$ cat src/adc_cmd_cfg.svh
// Constants for the ADC command decoder and configuration register.
`ifndef ADC_CMD_CFG_SVH
`define ADC_CMD_CFG_SVH
`define DIR_BIT        15
`define ADDR_MSB       14
`define ADDR_LSB       9
`define DATA_MSB       8
`define ADDR_RESULTS   5'h0_0
`define ADDR_RESERVED  5'h0_1
`define ADDR_CONFIG    5'h0_2
`define ADDR_CHANNEL   5'h0_3
`define ADDR_RANGE_A1  5'h0_4
`define ADDR_RANGE_B2  5'h0_7
`define ADDR_STATUS    5'h0_8
`define CFG_RESET      16'h0000
`define RANGE_RESET    9'h0_FF
`define CFG_SELF_DETECT_FAIL_FLAG       7
`define CFG_BURST      6
`define CFG_SEQ        5
`define CFG_OS_MSB     4
`define CFG_OS_LSB     2
`define CFG_STATUS     1
`define CFG_CRC        0
`define STACK_DEPTH    32
`endif

$ cat src/adc_cmd_pkg.sv
// Types shared by the ADC command decoder.
package adc_cmd_pkg;
  typedef enum logic [1:0] {
    RD_RESULTS,
    RD_REGISTER,
    RD_STACK
  } read_src_t;
  typedef enum logic {
    SEQ_IDLE,
    SEQ_RUN
  } seq_state_t;
endpackage

$ cat src/adc_command_decoder_config.sv
// Command word decoder and configuration register of the dual ADC.
//
// Operation
// - Six bits below the direction bit of each command word pick the target register.
// - Bit 15 direction, bit 14 address MSB, 13:9 address, 8:0 data.
// - Direction one stores nine payload bits into the addressed channel, range or stack register; config keeps bits 6:0.
// - Direction zero arms the register for the next read, not this one.
// - Address bit 5 set selects one of 32 sequencer stack registers.
// - Low address: 1 reserved, 2 config, 3 channel, 4-7 ranges, 8 status.
// - Read request to address zero returns conversion results next read.
// - Configuration register sits at address two and resets to zero.
// - Config top seven bits echo address; bit 8 reads zero.
// - Config bit 7 is read-only self-detect fail flag.
// - Burst off: one channel pair per convert start pulse.
// - Burst on with sequencer on: one pulse converts stack layers through the end marker.
// - Sequencer off: next conversion follows the channel register.
// - Configuration settings act only in software configuration mode.
// - Sequencer on: conversions step through the stack layers.
// - Config bits 4:2 select oversampling ratio, 000 off up to 128.
// - Status enabled: status word with CRC follows last result word.
// - Checksum enable bit acts exactly like status enable bit.
`timescale 1ns/10ps
`default_nettype none
`include "adc_cmd_cfg.svh"
module adc_command_decoder_config
  import adc_cmd_pkg::*;
(
  input  wire logic        sys_clk,         // 40 MHz clock.
  input  wire logic        nrst,            // Async reset, low.
  input  wire logic        cmd_valid,       // One-cycle strobe with cmd_word.
  input  wire logic [15:0] cmd_word,        // Host command word.
  input  wire logic        read_done,       // A read operation completed.
  input  wire logic        sw_mode,         // Software configuration mode.
  input  wire logic        self_test_fail,  // Power-up self check failed.
  input  wire logic        convert_start_pulse, // Convert request.
  input  wire logic        pair_done,       // Engine finished a pair.
  input  wire logic [7:0]  status_word,     // Status bits and CRC low byte.
  output logic      [15:0] read_data,       // Word for the next read.
  output logic             read_is_results, // Next read returns results.
  output logic      [15:0] main_configuration, // Configuration readback.
  output logic             pair_convert,    // Start one pair conversion.
  output logic      [8:0]  pair_select,     // Selected pair code.
  output logic      [2:0]  oversample_ratio, // Effective ratio code.
  output logic             append_status    // Append status after results.
);
  logic [6:0]  regSel;
  logic        isWrite;
  logic [8:0]  payload;
  logic        cfgWr;
  logic        chanWr;
  logic [3:0]  rangeWr;
  logic [8:0]  chanQ;
  logic [8:0]  rangeQ [4];
  logic [8:0]  stack_ff [`STACK_DEPTH];
  logic [8:0]  stackEndQ;
  logic [6:0]  cfg_ff, nxt_cfg;
  logic        self_detect_fail_flag_ff, nxt_self_detect_fail_flag;
  logic [15:0] rd_ff, nxt_rd;
  logic        rdRes_ff, nxt_rdRes;
  logic [15:0] cfgView;
  logic [4:0]  layer_ff, nxt_layer;
  logic        stackEndBits [`STACK_DEPTH];
  seq_state_t  st_ff, nxt_st;
  logic        pc_ff, nxt_pc;
  logic [8:0]  ps_ff, nxt_ps;
  logic [2:0]  os_ff, nxt_os;
  logic        ap_ff, nxt_ap;
  logic        seqOn, burstOn;

  assign isWrite = cmd_word[`DIR_BIT];
  assign regSel  = cmd_word[`DIR_BIT:`ADDR_LSB];
  assign payload = cmd_word[`DATA_MSB:0];
  assign cfgWr  = cmd_valid && isWrite && !regSel[5] &&
                  regSel[4:0] == `ADDR_CONFIG;
  assign chanWr = cmd_valid && isWrite && !regSel[5] &&
                  regSel[4:0] == `ADDR_CHANNEL;
  genvar g;
  generate
    for (g = 0; g < 4; g++) begin : gRange
      assign rangeWr[g] = cmd_valid && isWrite && !regSel[5] &&
                          regSel[4:0] == `ADDR_RANGE_A1 + 5'(g);
      reg9 #(.RESET_VAL(`RANGE_RESET)) uRange (
        .sys_clk (sys_clk),
        .nrst    (nrst),
        .load    (rangeWr[g]),
        .din     (payload),
        .q       (rangeQ[g])
      );
    end
  endgenerate
  reg9 #(.RESET_VAL(9'h0_00)) uChan (
    .sys_clk (sys_clk),
    .nrst    (nrst),
    .load    (chanWr),
    .din     (payload),
    .q       (chanQ)
  );

  // Stack holds the pair codes in 7:0; the end marker is bit 8.
  always_ff @(posedge sys_clk or negedge nrst) begin
    if (!nrst) begin
      for (int i = 0; i < `STACK_DEPTH; i++) begin
        stack_ff[i] <= (i < 8) ? 9'(i * 17) : 9'h0_00;
      end
    end else if (cmd_valid && isWrite && regSel[5]) begin
      stack_ff[regSel[4:0]] <= payload;
    end
  end
  always_comb begin
    for (int i = 0; i < `STACK_DEPTH; i++) begin
      stackEndBits[i] = stack_ff[i][8];
    end
  end
  assign stackEndQ = stack_ff[layer_ff];

  // Configuration bits 6:0 excluding the flag; flag taken from the check.
  always_comb begin
    nxt_cfg  = cfg_ff;
    nxt_self_detect_fail_flag = self_test_fail;
    if (cfgWr) begin
      nxt_cfg = payload[`CFG_BURST:0];
    end
  end
  always_ff @(posedge sys_clk or negedge nrst) begin
    if (!nrst) begin
      cfg_ff  <= 7'(`CFG_RESET);
      self_detect_fail_flag_ff <= 1'b0;
    end else begin
      cfg_ff  <= nxt_cfg;
      self_detect_fail_flag_ff <= nxt_self_detect_fail_flag;
    end
  end
  assign cfgView = {2'b00, `ADDR_CONFIG, 1'b0, self_detect_fail_flag_ff, cfg_ff};

  // Read arming: the word is prepared now and shown on the next read.
  always_comb begin
    nxt_rd    = rd_ff;
    nxt_rdRes = rdRes_ff;
    if (cmd_valid && !isWrite) begin
      nxt_rdRes = 1'b0;
      nxt_rd    = {regSel, 9'h0_00};
      if (regSel[5]) begin
        nxt_rd = {regSel, stack_ff[regSel[4:0]]};
      end else begin
        case (regSel[4:0])
          `ADDR_RESULTS: nxt_rdRes = 1'b1;
          `ADDR_CONFIG:  nxt_rd = cfgView;
          `ADDR_CHANNEL: nxt_rd = {regSel, chanQ};
          5'h0_4, 5'h0_5, 5'h0_6, `ADDR_RANGE_B2:
            nxt_rd = {regSel, rangeQ[regSel[1:0]]};
          `ADDR_STATUS:  nxt_rd = {regSel, 1'b0, status_word};
          default:       nxt_rd = {regSel, 9'h0_00};
        endcase
      end
    end else if (read_done) begin
      nxt_rdRes = 1'b1;
    end
  end
  always_ff @(posedge sys_clk or negedge nrst) begin
    if (!nrst) begin
      rd_ff    <= 16'h0000;
      rdRes_ff <= 1'b1;
    end else begin
      rd_ff    <= nxt_rd;
      rdRes_ff <= nxt_rdRes;
    end
  end

  // Hardware mode ignores the register so pins keep control.
  assign seqOn   = sw_mode && cfg_ff[`CFG_SEQ];
  assign burstOn = sw_mode && cfg_ff[`CFG_BURST];

  // Conversion stepping over channel pairs.
  always_comb begin
    nxt_st    = st_ff;
    nxt_layer = layer_ff;
    nxt_pc    = 1'b0;
    nxt_ps    = ps_ff;
    nxt_os    = sw_mode ? cfg_ff[`CFG_OS_MSB:`CFG_OS_LSB] : 3'h0;
    nxt_ap    = sw_mode &&
                (cfg_ff[`CFG_STATUS] || cfg_ff[`CFG_CRC]);
    case (st_ff)
      SEQ_IDLE: begin
        if (convert_start_pulse) begin
          nxt_pc = 1'b1;
          if (seqOn) begin
            nxt_ps = {1'b0, stackEndQ[7:0]};
            nxt_st = (burstOn && !stackEndBits[layer_ff]) ?
                     SEQ_RUN : SEQ_IDLE;
            nxt_layer = stackEndBits[layer_ff] ? 5'h0_0 :
                        5'(layer_ff + 5'h0_1);
          end else begin
            nxt_ps = {1'b0, chanQ[7:0]};
          end
        end
      end
      SEQ_RUN: begin
        if (pair_done) begin
          nxt_pc    = 1'b1;
          nxt_ps    = {1'b0, stackEndQ[7:0]};
          nxt_st    = stackEndBits[layer_ff] ? SEQ_IDLE : SEQ_RUN;
          nxt_layer = stackEndBits[layer_ff] ? 5'h0_0 :
                      5'(layer_ff + 5'h0_1);
        end
      end
      default: nxt_st = SEQ_IDLE;
    endcase
  end
  always_ff @(posedge sys_clk or negedge nrst) begin
    if (!nrst) begin
      st_ff    <= SEQ_IDLE;
      layer_ff <= 5'h0_0;
      pc_ff    <= 1'b0;
      ps_ff    <= 9'h0_00;
      os_ff    <= 3'h0;
      ap_ff    <= 1'b0;
    end else begin
      st_ff    <= nxt_st;
      layer_ff <= nxt_layer;
      pc_ff    <= nxt_pc;
      ps_ff    <= nxt_ps;
      os_ff    <= nxt_os;
      ap_ff    <= nxt_ap;
    end
  end

  // Readback is registered so the output comes from a flip-flop.
  logic [15:0] cfgOut_ff;
  always_ff @(posedge sys_clk or negedge nrst) begin
    if (!nrst) begin
      cfgOut_ff <= 16'h0000;
    end else begin
      cfgOut_ff <= cfgView;
    end
  end

  assign read_data          = rd_ff;
  assign read_is_results    = rdRes_ff;
  assign main_configuration = cfgOut_ff;
  assign pair_convert       = pc_ff;
  assign pair_select        = ps_ff;
  assign oversample_ratio   = os_ff;
  assign append_status      = ap_ff;
endmodule
`default_nettype wire

$ cat src/reg9.sv
// Nine-bit loadable register with a reset value.
`timescale 1ns/10ps
`default_nettype none
module reg9 #(
  parameter logic [8:0] RESET_VAL = 9'h0_00
) (
  input  wire logic       sys_clk, // Clock.
  input  wire logic       nrst,    // Async reset, low.
  input  wire logic       load,    // Load strobe.
  input  wire logic [8:0] din,     // Load data.
  output logic      [8:0] q        // Stored value.
);
  logic [8:0] q_ff;
  logic [8:0] nxt_q;
  always_comb begin
    nxt_q = load ? din : q_ff;
  end
  always_ff @(posedge sys_clk or negedge nrst) begin
    if (!nrst) begin
      q_ff <= RESET_VAL;
    end else begin
      q_ff <= nxt_q;
    end
  end
  assign q = q_ff;
endmodule
`default_nettype wire

$ cat config.mk
export PLATFORM = sky130hd
export DESIGN_NAME = adc_command_decoder_config
export DESIGN_NICKNAME = d
export VERILOG_FILES = /design/src/adc_cmd_pkg.sv /design/src/adc_command_decoder_config.sv /design/src/reg9.sv
export VERILOG_INCLUDE_DIRS = /design/src
export SDC_FILE = /design/constraint.sdc
export NUM_CORES = 1
export LEC_CHECK = 0
export BUFFER_PORTS_ARGS = -buffer_cell sky130_fd_sc_hd__buf_2
export CAP_MARGIN = 5
export CORE_MARGIN = 10
export CORE_UTILIZATION = 28
export CTS_CLUSTER_SIZE = 16
export DETAILED_ROUTE_END_ITERATION = 8
export PLACE_DENSITY_LB_ADDON = 0.3
export RECOVER_POWER = 100
export SLEW_MARGIN = 20
export SYNTH_ARGS = -nofsm -noshare
export SYNTH_HDL_FRONTEND = slang
export SYNTH_HIERARCHICAL = 1
export SYNTH_SLANG_ARGS = --single-unit
$ cat constraint.sdc
create_clock -name sys_clk -period 3.14 [get_ports sys_clk]
set_input_delay 0.314 -clock sys_clk [delete_from_list [all_inputs] [get_ports sys_clk]]
set_output_delay 0.314 -clock sys_clk [all_outputs]
set_load 0.01 [all_outputs]
# Yosys cells after proc, flatten, opt, wreduce, memory -nomap -nowiden
# Cells that the tools add are included.
[totals] reg_bits=387 in_bits=32 out_inout_bits=47 elab_cells=131
[classes] order_cmp=4 reduce_logical=24 n_mux=40 n_addsub=1 bitwise=4 n_eq_ne=10
[op_table] op="$bwmux W288" n=1
[op_table] op="$bmux W9 S5" n=2
[op_table] op="$pmux W16 S4" n=1
[op_table] op="$mux W9" n=7
[op_table] op="$demux W9 S5" n=1
[op_table] op="$mux W8" n=3
[op_table] op="$eq A5 B3 Y1 const B" n=4
[op_table] op="$mux W5" n=4
[op_table] op="$bmux W9 S2" n=1
[op_table] op="$pmux W9 S2" n=1
[op_table] op="$mux W16" n=1
[op_table] op="$logic_and A1 B1 Y1" n=15
[op_table] op="$mux W1" n=13
[op_table] op="$ge A6 B6 Y1 const B" n=2
[op_table] op="$not A5 Y6" n=2
[op_table] op="$eq A5 B2 Y1 const B" n=2
[op_table] op="$pmux W5 S2" n=1
[op_table] op="$lt A6 B1 Y1 const B" n=1
[op_table] op="$ne A2 B2 Y1 const B" n=3
[op_table] op="$add A5 B1 Y5 const B" n=1
[op_table] op="$bmux W1 S5" n=1
[op_table] op="$eq A5 B4 Y1 const B" n=1
[op_table] op="$logic_not A5 Y1" n=1
[op_table] op="$pmux W1 S2" n=2
[op_table] op="other kinds (10)" n=12

# Longest topological paths before layout
# Gate-level depths: netlist of run 1.
[logic_depth] depth_word=10 mapped_depth=9 depth_no_buf=5

# Modules after synthesis
# The synthesis of run 1 kept the hierarchy.
[modules_own_cells] mod="adc_command_decoder_config" seq_area_each_um2=8564.5 cells_per_inst=1218 instances=1 area_per_inst_um2=17966.0
[modules_own_cells] mod="reg9 (gRange[0].uRange ...)" seq_area_each_um2=235.2 cells_per_inst=19 instances=4 area_per_inst_um2=381.6
[modules_own_cells] mod="reg9 (uChan)" seq_area_each_um2=225.2 cells_per_inst=19 instances=1 area_per_inst_um2=371.6

# Worst setup path after synthesis of run 1
# No wires, ideal clock.
[synth_timing] kind="input port to flip-flop" startpoint="in cmd_word[12]" endpoint="reg gRange[1].uRange.q_ff[8]" path_slack_ns=1.062 arrival_time_ns=1.953 path_buffers=3 setup_time_ns=0.125 cell_stages=7 t_required_ns=3.015 path_cell_list="buf_2 -> or3b_1 -> clkbuf_1 -> or2_1 -> nor3b_1 -> buf_6 -> mux2_4"
[synth_via] elab_chain_cells=2
[synth_lines] element="from (decl)" line="adc_command_decoder_config.sv:31" text="input wire logic [15:0] cmd_word,"
[synth_lines] element="$eq A5 B3 Y1" line="adc_command_decoder_config.sv:81" text="regSel[4:0] == `ADDR_RANGE_A1 + 5'(g);"
[synth_lines] element="$logic_and A1 B1 Y1" line="adc_command_decoder_config.sv:80" text="assign rangeWr[g] = cmd_valid && isWrite && !regSel[5] &&"
[synth_lines] element="named net rangeWr[1]" line="adc_command_decoder_config.sv:51" text="logic [3:0] rangeWr;"
[synth_lines] element="to (signal assigned)" line="reg9.sv:22" text="q_ff <= nxt_q;"
[synth_lines] element="to (decl)" line="reg9.sv:13" text="logic [8:0] q_ff;"
# The timed path passes the listed nets, and every way through them passes these cells.
# A chain may end at the register's enable or synchronous reset.

# Worst setup path in the final report of run 1
[layout_timing] startpoint="in cmd_word[12]" endpoint="reg stack_ff[211] (netlist bit)"
[layout_via] elab_chain_cells=6 word_cells_on_any_way=7 cone_classes="2 x order compare; 3 x mux; 1 x bitwise; 1 x reduce/logical"
[layout_lines] element="$not A5 Y6 (implied by the code) (*)" line="adc_command_decoder_config.sv:106" text="stack_ff[regSel[4:0]] <= payload;"
[layout_lines] element="$ge A6 B6 Y1 (implied by the code) / $lt A6 B1 Y1 (equally long branches)" line="adc_command_decoder_config.sv:106"
[layout_lines] element="$logic_and A1 B1 Y1 (implied by the code)" line="adc_command_decoder_config.sv:106"
[layout_lines] element="$mux W9 (implied by the code)" line="adc_command_decoder_config.sv:106"
[layout_lines] element="$demux W9 S5 (*)" line="adc_command_decoder_config.sv:106"
[layout_lines] element="$bwmux W288 (*)" line="adc_command_decoder_config.sv:106"
[layout_lines] element="to (signal, indexed assignment)" line="adc_command_decoder_config.sv:103" text="stack_ff[i] <= (i < 8) ? 9'(i * 17) : 9'h0_00;"
[layout_lines] element="to (signal, indexed assignment)" line="adc_command_decoder_config.sv:106"
[layout_lines] element="to (decl)" line="adc_command_decoder_config.sv:54" text="logic [8:0] stack_ff [`STACK_DEPTH];"
# Every way passes the cells marked *; elsewhere a longest branch is shown, timed or not.

==> impl_results.md, run 1 <==
* Die height at 286.4 um
* Share of layout cells above drive strength 1 at between 40% and 50%
* Req. time, crit path at 3610 ps
* Top cells by count, synth: dfrtp_1 (329), mux2_2 (270), mux4_2 (147)
* Post-synthesis sequential area ratio at 48.99%
* TritonRoute pass-1 iters at 6
* Power Density at 604.4 mW/mm^2
* Initial DRC count at roughly 1100
* Initial antenna violation count at 1
* CTS tree: done
* Grt total ovfl at 0
* Detailed Route WL at 60780 um
* Psw at 3.761 mW
* Simple-Gate Fraction of Synth Area at 4.995%
* Root buf cell: clkbuf_16
* Routed length per instance at 25.57 um
* Cell variety after synth at 65
* Initial cell density of the core at 28.32%
* Period Utilization, post-route at 86.75%
* Crit. End Element: register
* Clock Skew at 35.04 ps
* Layout Nets at 1433
* Post-route ant nets at 0
* RSZ-0062 raised after global routing: false
* Proportion of netlist area held by the largest area contributor at 41.45%
* P_int at between 9 and 10 mW
* Largest net degree at the start of global routing at 95
* CTS max path bufs at 3
* Synth area leaders: dfrtp_1 (41%), mux4_2 (17%), mux2_2 (15%), dfstp_2 (7.5%), mux2_4 (3.4%)
* Htree depth at 2
* Rel. slew slack at -11.88%
* Lkg Pwr at slightly below 10 nW
* Prevailing post-synth register cell: dfrtp_1
* Largest family of logic cells by synthesized area: multiplexers
* Rows at between 90 and 100
* First-pass GRT wire length at 91190 um
* Clock Power Share at 40.4%
* Worst Setup Slack, final at 416.2 ps
* Hpwl dp at 40970 um
* Post-synthesis compound-gate area fraction at 4.227%
* Worst Hold Class: input port to register
* Area grow syn2layout at 14.47%
* Mux contribution to synthesized area at 38.83%
* Post-CTS Resized at 0
* YS warnings at 6
* Max Cap Viol at 1
* Total Neg Setup Slack at 0 ps
* Vias per cell at 5.273
* Final Max Slew Viols at 58
* Crit path launch type: input port
* CTS clk-pin slew, worst paths at 60 ps
* Total Die Area at roughly 0.08 sq mm
* Comb pwr share at 16.6%
* Reg power frac at a little over two fifths
* Critical path peak fanout at 13
* Post-Syn Area per Cell at between 15 and 20 sq um
* Most numerous cell in the Yosys netlist: dfrtp_1
* Clk Latency, worst-skew pair at between 500 and 600 ps
* Final hold slack at 40.10 ps
* Failing checks: max-capacitance violations, max-slew violations
* GPL Wtd Cong at 0.8744
* Outcome: complete, but fails checks
* TritonCTS Sinks at 386
* Die X at between 200 and 300 um
* FFs w/ async S/R, synth at between 90% and 100%
* Gr usage total at about 15%
* Max Clock Freq at ~0.37 GHz
* Area of the mapped netlist at around 0.02 sq mm
* Final setup viols at 0
* Critical setup path kind: input port to register
* Least-Margin Pin Slew at 1678 ps
* WP data arrival at 3190 ps
* Drt drc at 0
* Synthesized netlist cell count at 1313
* Post-layout min period at 2724 ps
* Total CTS buffers at 44
* IO Port Bufs at 70
* Synth area leader: dfrtp_1
* Post-Synth Adder-Cell Area at 0.06299%
* Vias in the first global route at 12950
* Seq cells post-synth at around 390
* Worst slack, placed at between 200 and 300 ps
* Via count at 12530
* Final Hold Vio Count at 0
* Switching share of power at a little over a quarter
* Max IR drop VDD at about 0.44 mV
* Io pins at 79
* Synth Area in XOR/XNOR at 0%
* Core region area at 0.07015 sq mm
* Post-synth EDFFs at 0
-- power groups by stage --
| stage | Sequential (mW) | Clock (mW) | Combinational [mW] |
|---|---|---|---|
| floorplan | 5.74 | 0 | 1.68 |
| global placement | 5.98 | 0 | 2.34 |
| detailed placement | 6.00 | 0 | 2.37 |
| CTS | 5.92 | 5.67 | 2.38 |
| global route | 5.98 | 5.88 | 2.43 |
| finish | 5.92 | 5.55 | 2.28 |
-- flip-flops by register name, summed over array words and instances, names as in the netlist, 3 cells and up --
signal	count
main_configuration	9
stack_ff	256
cfg_ff	7
stackEndBits	32
oversample_ratio	3
read_data	16
pair_select	8
uChan/q	9
gRange.uRange/q	36
layer_ff	5
-- critical path: stages --
cell and delay, ps:
buf_2 190, clkbuf_1 490, nor3b_1 320, clkbuf_1 670, nand2_1 680, mux2_1 500
-- routing by layer --
metal / global-route usage (%) / share of wire (%) / vias to the layer above
met4: 3.803 / 2.7 / 2
met5: 0 / 0.021 / -
met2: 23.17 / 46 / 404
met3: 2.600 / 6.0 / 86
met1: 20.43 / 45 / 6821
li1: - / - / 5221
-- path summary, 6_finish.rpt --
kind,cells after the start,slack [ps],start,endpoint
hold / removal,2,40,sw_mode,append_status
setup / recovery,6,420,cmd_word[12],stack_ff[211]
min in group asynchronous,2,720,nrst,stack_ff[192]
setup reg to reg,5,440,layer_ff[1],layer_ff[0]
max in group asynchronous,3,1090,nrst,stack_ff[274]
hold reg to reg,0,390,self_detect_fail_flag_ff,main_configuration[7]
-- cells by family (layout without fill, tap and decap cells) --
group                    count (synthesis)  after routing
multiplexers                           522            522
AO/OA/AOI/OAI                          108            108
other                                    2             11
adder cells (fa/ha/maj)                  1              1
AND/OR/NAND/NOR                        181            181
flip-flops                             386            386
buffers and inverters                  113            228
-- cell usage in the layout (no fill, tap or decap), types with 7 or more instances in the layout --
| master | n |
|---|---|
| mux2_4 | 10 |
| conb_1 | 9 |
| a31oi_1 | 7 |
| mux2_2 | 270 |
| mux2i_1 | 28 |
| buf_12 | 9 |
| nor2_2 | 13 |
| buf_2 | 26 |
| mux2_1 | 64 |
| dfrtp_1 | 325 |
| clkbuf_8 | 16 |
| dfstp_2 | 57 |
| mux4_2 | 147 |
| nand2_1 | 79 |
| nand4_1 | 9 |
| a221o_1 | 8 |
| a221oi_1 | 10 |
| a22oi_1 | 49 |
| clkbuf_1 | 87 |
| buf_4 | 27 |
| clkbuf_16 | 45 |
| nor2_1 | 18 |
| o2111ai_1 | 8 |
-- cell type report --
cell class | count | area, sq um
inverters | 1 | 3.754
flip-flops and latches | 386 | 9738
clock inverters | 11 | 187.7
multi-input cells | 821 | 9390
clock buffers | 70 | 1380
diodes | 2 | 5.005
fillers | 6994 | 47410
repair buffers | 146 | 857.1
well taps | 940 | 1176
-- stage by stage --
stage          power (mW)  cells  instance area (sq um)  utilization [%]
6_report            13.74   2377                  22740            32.41
5_1_grt             14.29   2375                  22730            32.41
3_5_place_dp        8.371   2291                  21550            30.72
2_1_floorplan       7.425   1320                  19890                -
3_3_place_gp        8.323   2291                  21550            30.72
4_1_cts             13.97   2375                  23150            33.00
-- repair_timing --
action | in CTS | in global routing
buffers inserted | 0 | 0
hold endpoints to repair | 59 | 0
hold buffers | 3 | 0
No activity file was read; power rests on OpenSTA's default activity.
==> run 2: changes to the inputs <==
MAX_ROUTING_LAYER = met4   (was unset)
==> impl_results.md, run 2 (synthesis results as in run 1) <==
* Outcome: complete, but fails checks
* Failing checks: max-capacitance violations, max-slew violations
* Layout Nets at 1433 (unchanged)
* Hold depth at 2 (unchanged)
* Lkg Pwr at 9.660 nW (about the same)
* Max Clock Freq at 0.3685 GHz (+0.38%)
* Die X at 286.4 um (unchanged)
* Req. time, crit path at 3610 ps (about the same)
* Clk Latency, worst-skew pair at 590 ps (about the same)
* CTS max path bufs at 3 (unchanged)
* Largest reg by FF count: stack_ff
* Leading cell type in the layout, fill and taps excluded: dfrtp_1
* Seq. cell area at 0.009738 sq mm (unchanged)
* CTS tree: done
* Share of layout cells above drive strength 1 at 45.02% (-0.14 points)
* Largest net degree at the start of global routing at 95 (unchanged)
* Initial antenna violation count at 0 (-1)
* Routed length per instance at 25.62 um (+0.21%)
* WP data arrival at 3180 ps (about the same)
* Io pins at 79 (unchanged)
* Vias in the first global route at 12940 (-0.062%)
* Total Die Area at 0.08200 sq mm (unchanged)
* Crit path launch type: input port
* Total CTS buffers at 44 (unchanged)
* RSZ-0062 raised after global routing: false
* Crit. End Element: register
* Period Utilization, post-route at 86.41% (-0.33 points)
* Initial cell density of the core at 28.32% (unchanged)
* First-pass GRT wire length at 91140 um (about the same)
* Max Cap Viol at 1 (unchanged)
* Least-Margin Pin Slew at 1692 ps (+13.42 ps)
* Critical path peak fanout at 13 (unchanged)
* Post-layout min period at 2713 ps (-10.38 ps)
* TritonRoute pass-1 iters at 5 (-1)
* Post-route ant nets at 0 (unchanged)
* Power Density at 604.5 mW/mm^2 (about the same)
* Post-CTS Resized at 0 (unchanged)
* Critical setup path kind: input port to register
* Max FFs per register at 256 (unchanged)
* Final Max Slew Viols at 58 (unchanged)
* Rows at 97 (unchanged)
* Core region area at 0.07015 sq mm (unchanged)
* Area grow syn2layout at 14.42% (about the same)
* IO Port Bufs at 70 (unchanged)
* Rel. slew slack at -12.78% (-0.89 points)
* Hpwl dp at 40970 um (unchanged)
* Detailed Route WL at 60880 um (+0.16%)
* Gr usage total at 15.07% (+0.43 points)
* Drt drc at 0 (unchanged)
* Grt total ovfl at 0 (unchanged)
* Worst R2R Path Depth at 7 (+2)
* Root buf cell: clkbuf_16
* GPL Wtd Cong at 0.8871 (+1.5%)
* Most frequent cells in the layout: dfrtp_1 (325), mux2_2 (270), mux4_2 (147), clkbuf_1 (88), nand2_1 (79)
* Via count at 12650 (+0.91%)
* Clock Skew at 34.00 ps (-1.040 ps)
* Die height at 286.4 um (unchanged)
* Area of the multi-input gates at 0.009387 sq mm (about the same)
* Initial DRC count at 1194 (+8.0%)
* Filler cells at 6994 (unchanged)
* TritonCTS Sinks at 386 (unchanged)
* Vias per cell at 5.323 (+0.95%)
* Max IR drop VDD at 0.4356 mV (-0.14%)
* Total Neg Setup Slack at 0 ps (unchanged)
* Htree depth at 2 (unchanged)
* Worst Hold Class: input port to register
* Core Util, Final at 32.40% (about the same)
* Final setup viols at 0 (unchanged)
* Postcts setup bufs at 0 (unchanged)
* Final Hold Vio Count at 0 (unchanged)
* CTS clk-pin slew, worst paths at 60 ps (about the same)
[run 2: where the power goes]
| group | internal (mW) | leakage, nW | switching (mW) |
|---|---|---|---|
| Clock | 3.42 | 0.776 | 2.13 |
| Sequential | 5.45 | 5.04 | 0.471 |
| Combinational | 1.12 | 3.84 | 1.16 |
[run 2: repair_timing]
| item | in CTS | in global routing |
|---|---|---|
| setup endpoints to repair | 0 | 0 |
| hold buffers | 3 | 0 |
| hold endpoints to repair | 59 | 0 |
[run 2: layout make-up]
| type | instances | share of cell area [%] |
|---|---|---|
| repair buffers | 146 | 3.754 |
| clock buffers | 70 | 6.072 |
| multi-input cells | 821 | 41.30 |
| well taps | 940 | 5.175 |
| diodes | 1 | 0.01101 |
| flip-flops and latches | 386 | 42.85 |
| clock inverters | 11 | 0.8258 |
| inverters | 1 | 0.01652 |
[run 2: path summary, 6_finish.rpt]
| path | slack (ps) | end | from |
|---|---|---|---|
| max | 430 | stack_ff[211] | cmd_word[12] |
| min | 40 | append_status | sw_mode |
| max reg2reg | 450 | pair_select[3] | layer_ff[0] |
| min reg2reg | 400 | main_configuration[7] | self_detect_fail_flag_ff |
| max in group asynchronous | 1080 | stack_ff[256] | nrst |
| min in group asynchronous | 720 | stack_ff[192] | nrst |
[run 2: through the flow]
stage               std cells  area (sq um)  hold WS, ps  worst slack, ps  power, mW
CTS                      2375         23150        15.55            587.2      13.97
global placement         2291         21550        291.7            297.5      8.323
detailed placement       2291         21550        298.6            264.9      8.371
global route             2375         22730        38.20            315.7      14.29
finish                   2376         22730        44.23            426.6      13.74
floorplan                1320         19890        18.41             1062      7.425
[run 2: per-layer routing]
layer  part of all wire [%]  GRT usage, %  vias to the layer above
met4                    2.7         3.790                        0
met2                     46         23.16                      441
li1                       -             -                     5221
met5                      0             -                        -
met3                    5.6         2.410                       88
met1                     46         20.56                     6898
[run 2: worst max-delay path, stage by stage]
cell	delay, ps
buf_2	200
clkbuf_1	490
nor3b_1	320
clkbuf_1	650
nand2_1	680
mux2_1	510
==> run 3: changes to the inputs <==
ABC_AREA = 1   (was unset)
==> impl_results.md, run 3 <==
* Top cells by count, synth: nand2_1 (1156), nor2_1 (390), dfrtp_1 (329)
* Crit path launch type: input port
* Die X at 296.1 um (+3.4%)
* Initial cell density of the core at 28.20% (-0.12 points)
* Max FFs per register at 256 (unchanged)
* Worst Hold Class: input port to register
* Vias in the first global route at 19030 (+47%)
* Initial DRC count at 1762 (+48%)
* Drt drc at 0 (unchanged)
* Post-Syn Area per Cell at 6.874 sq um (-55%)
* First-pass GRT wire length at 117900 um (+29%)
* Via count at 19610 (+55%)
* RSZ-0062 raised after global routing: false
* Rel. slew slack at -12.70% (+0.077 points)
* Grt total ovfl at 0 (unchanged)
* CTS tree: done
* Detailed Route WL at 76900 um (+26%)
* Area grow syn2layout at 14.12%
* WL met1 at 35870 um (+29%)
* Post-route ant nets at 0 (unchanged)
* Post-synthesis sequential area ratio at 45.59% (-3.4 points)
* Total Neg Setup Slack at 0 ps (unchanged)
* Leading cell type in the layout, fill and taps excluded: nand2_1
* Final Hold Vio Count at 0 (unchanged)
* Lkg Pwr at 11.71 nW (+21%)
* Seq cells post-synth at 386 (unchanged)
* Prevailing post-synth register cell: dfrtp_1
* Most frequent cells in the layout: nand2_1 (1177), nor2_1 (391), o21ai_0 (334), dfrtp_1 (327), inv_1 (299)
* Gr usage total at 17.94% (+2.9 points)
* Synthesized netlist cell count at 3105 (+140%)
* # diodes at 0 (-1)
* DR top layer: met4
* TritonRoute pass-1 iters at 5 (unchanged)
* Total CTS buffers at 47 (+6.8%)
* Post-synth EDFFs at 0 (unchanged)
* Rows at 101 (+4.1%)
* Area of the mapped netlist at 0.02134 sq mm (+7.4%)
* Clock Skew at 15.81 ps (-18.18 ps)
* YS warnings at 6 (unchanged)
* Cell count after placement at 4051 (+77%)
* Synth area leaders: dfrtp_1 (39%), nand2_1 (20%), dfstp_2 (7.0%), nor2_1 (6.9%), o21ai_0 (6.6%)
* Final Max Slew Viols at 87 (+50%)
* Max Clock Freq at 0.3868 GHz (+5.0%)
* Initial antenna violation count at 1 (+1)
* Synth area leader: dfrtp_1
* Postcts setup bufs at 0 (unchanged)
* Power Density at 673.7 mW/mm^2 (+11%)
* Finished Cell Area at 0.02436 sq mm (+7.2%)
* WL met2 at 34390 um (+23%)
* Routed length per instance at 18.54 um (-28%)
* Io pins at 79 (unchanged)
* TritonCTS Sinks at 386 (unchanged)
* Core Util, Final at 32.18% (-0.22 points)
* Vias per cell at 4.726 (-11%)
* Htree depth at 2 (unchanged)
* IO Port Bufs at 70 (unchanged)
* Area after DPL at 0.02278 sq mm (+5.7%)
* Total Die Area at 0.08767 sq mm (+6.9%)
* CTS clk-pin slew, worst paths at 60 ps (about the same)
* Critical path peak fanout at 20 (+7)
* Max Cap Viol at 2 (+1)
* Layout Nets at 3165 (+120%)
* Clk Latency, worst-skew pair at 580 ps (about the same)
* Final setup viols at 0 (unchanged)
* Failing checks: max-capacitance violations, max-slew violations
* Core region area at 0.07570 sq mm (+7.9%)
* Post-layout min period at 2585 ps (-128.1 ps)
* WL met3 at 4295 um (+26%)
* Proportion of netlist area held by the largest area contributor at 38.57% (-2.9 points)
* Period Utilization, post-route at 82.33% (-4.1 points)
* Post-CTS Resized at 0 (unchanged)
* Critical setup path kind: input port to register
* Die height at 296.1 um (+3.4%)
* Outcome: complete, but fails checks
* FFs w/ async S/R, synth at 100.0% (unchanged)
* Crit. End Element: register
* WP data arrival at 3070 ps (-110 ps)
* Max IR drop VDD at 0.4161 mV (-4.5%)
* GPL Wtd Cong at 0.9172 (+3.4%)
* Least-Margin Pin Slew at 1690 ps (-1.154 ps)
* Largest net degree at the start of global routing at 87 (-8.4%)
* Req. time, crit path at 3630 ps (+20 ps)
* Largest reg by FF count: stack_ff
* Layout Cells excl Fill at 4148 (+75%)
* CTS max path bufs at 3 (unchanged)
* Cell variety after synth at 39 (-40%)
* Share of layout cells above drive strength 1 at 8.391% (-37 points)
* Most numerous cell in the Yosys netlist: nand2_1
* Root buf cell: clkbuf_16
* Hpwl dp at 51080 um (+25%)
-- run 3: cell types whose count changed in the layout (fill, tap and decap cells not counted), moves of 39 or more --
| cell | delta |
|---|---|
| a22oi_1 | -39 |
| inv_1 | +298 |
| mux2_1 | -65 |
| mux2_2 | -270 |
| mux4_2 | -147 |
| nand2_1 | +1098 |
| nand3_1 | +198 |
| nor2_1 | +373 |
| o21ai_0 | +329 |
-- run 3: through the flow --
step | power, mW | setup slack (ps) | hold WS [ps]
2_1_floorplan | 8.828 | 1489 | 18.41
6_report | 16.41 | 554.7 | 29.74
3_3_place_gp | 10.55 | 765.9 | 364.5
4_1_cts | 16.53 | 876.8 | 0.5401
3_5_place_dp | 10.57 | 763.7 | 364.9
5_1_grt | 17.29 | 367.2 | 23.85
-- run 3: cells by family (layout without fill, tap and decap cells) --
kind of cell / after synthesis / count (layout) / share of synthesized area [%]
XOR/XNOR: 3 / 3 / 0.1231
AND/OR/NAND/NOR: 1810 / 1810 / 34.50
other: 2 / 9 / 0.03519
buffers and inverters: 494 / 552 / 9.808
adder cells (fa/ha/maj): 1 / 1 / 0.05861
flip-flops: 386 / 386 / 45.59
AO/OA/AOI/OAI: 409 / 409 / 9.884
-- run 3: per-layer routing --
metal	GRT usage, %	vias up
li1	-	9622
met1	24.31	9282
met2	27.56	577
met3	2.170	124
met4	5.889	0
met5	-	-
-- run 3: worst max-delay path: stages --
cell	delay [ps]
clkbuf_1	640
nand3_1	730
nor2_4	590
nand2_1	480
o21ai_0	310
-- run 3: final cells by class --
class	instances	area, sq um
Fill cell	8212	51340
Sequential cell	386	9736
Tap cell	978	1224
Clock inverter	13	205.2
Multi-Input combinational cell	2232	9453
Clock buffer	74	1470
Inverter	314	1186
Timing Repair Buffer	151	1084
-- run 3: final timing paths --
kind	end	depth (start not counted)	from	slack, ps
min in group asynchronous	stack_ff[114]	2	nrst	350
worst min-delay path	gRange[1].uRange/q[3]	3	cmd_word[3]	30
worst max register to register	pair_select[6]	10	layer_ff[0]	590
worst min register to register	main_configuration[7]	0	self_detect_fail_flag_ff	380
max in group asynchronous	stack_ff[213]	3	nrst	690
worst max-delay path	stack_ff[274]	5	cmd_word[14]	550
-- run 3: repair_timing --
action | 4_1_cts | 5_1_grt
endpoints found under the setup margin | 0 | 0
hold buffers | 10 | 0
endpoints found under the hold margin | 80 | 0
-- run 3: power by group --
part	internal [mW]	total, mW	switching [mW]	leakage [nW]
Combinational	1.40	4.73	3.33	5.85
Clock	3.62	5.89	2.27	0.821
Sequential	5.46	5.79	0.334	5.04
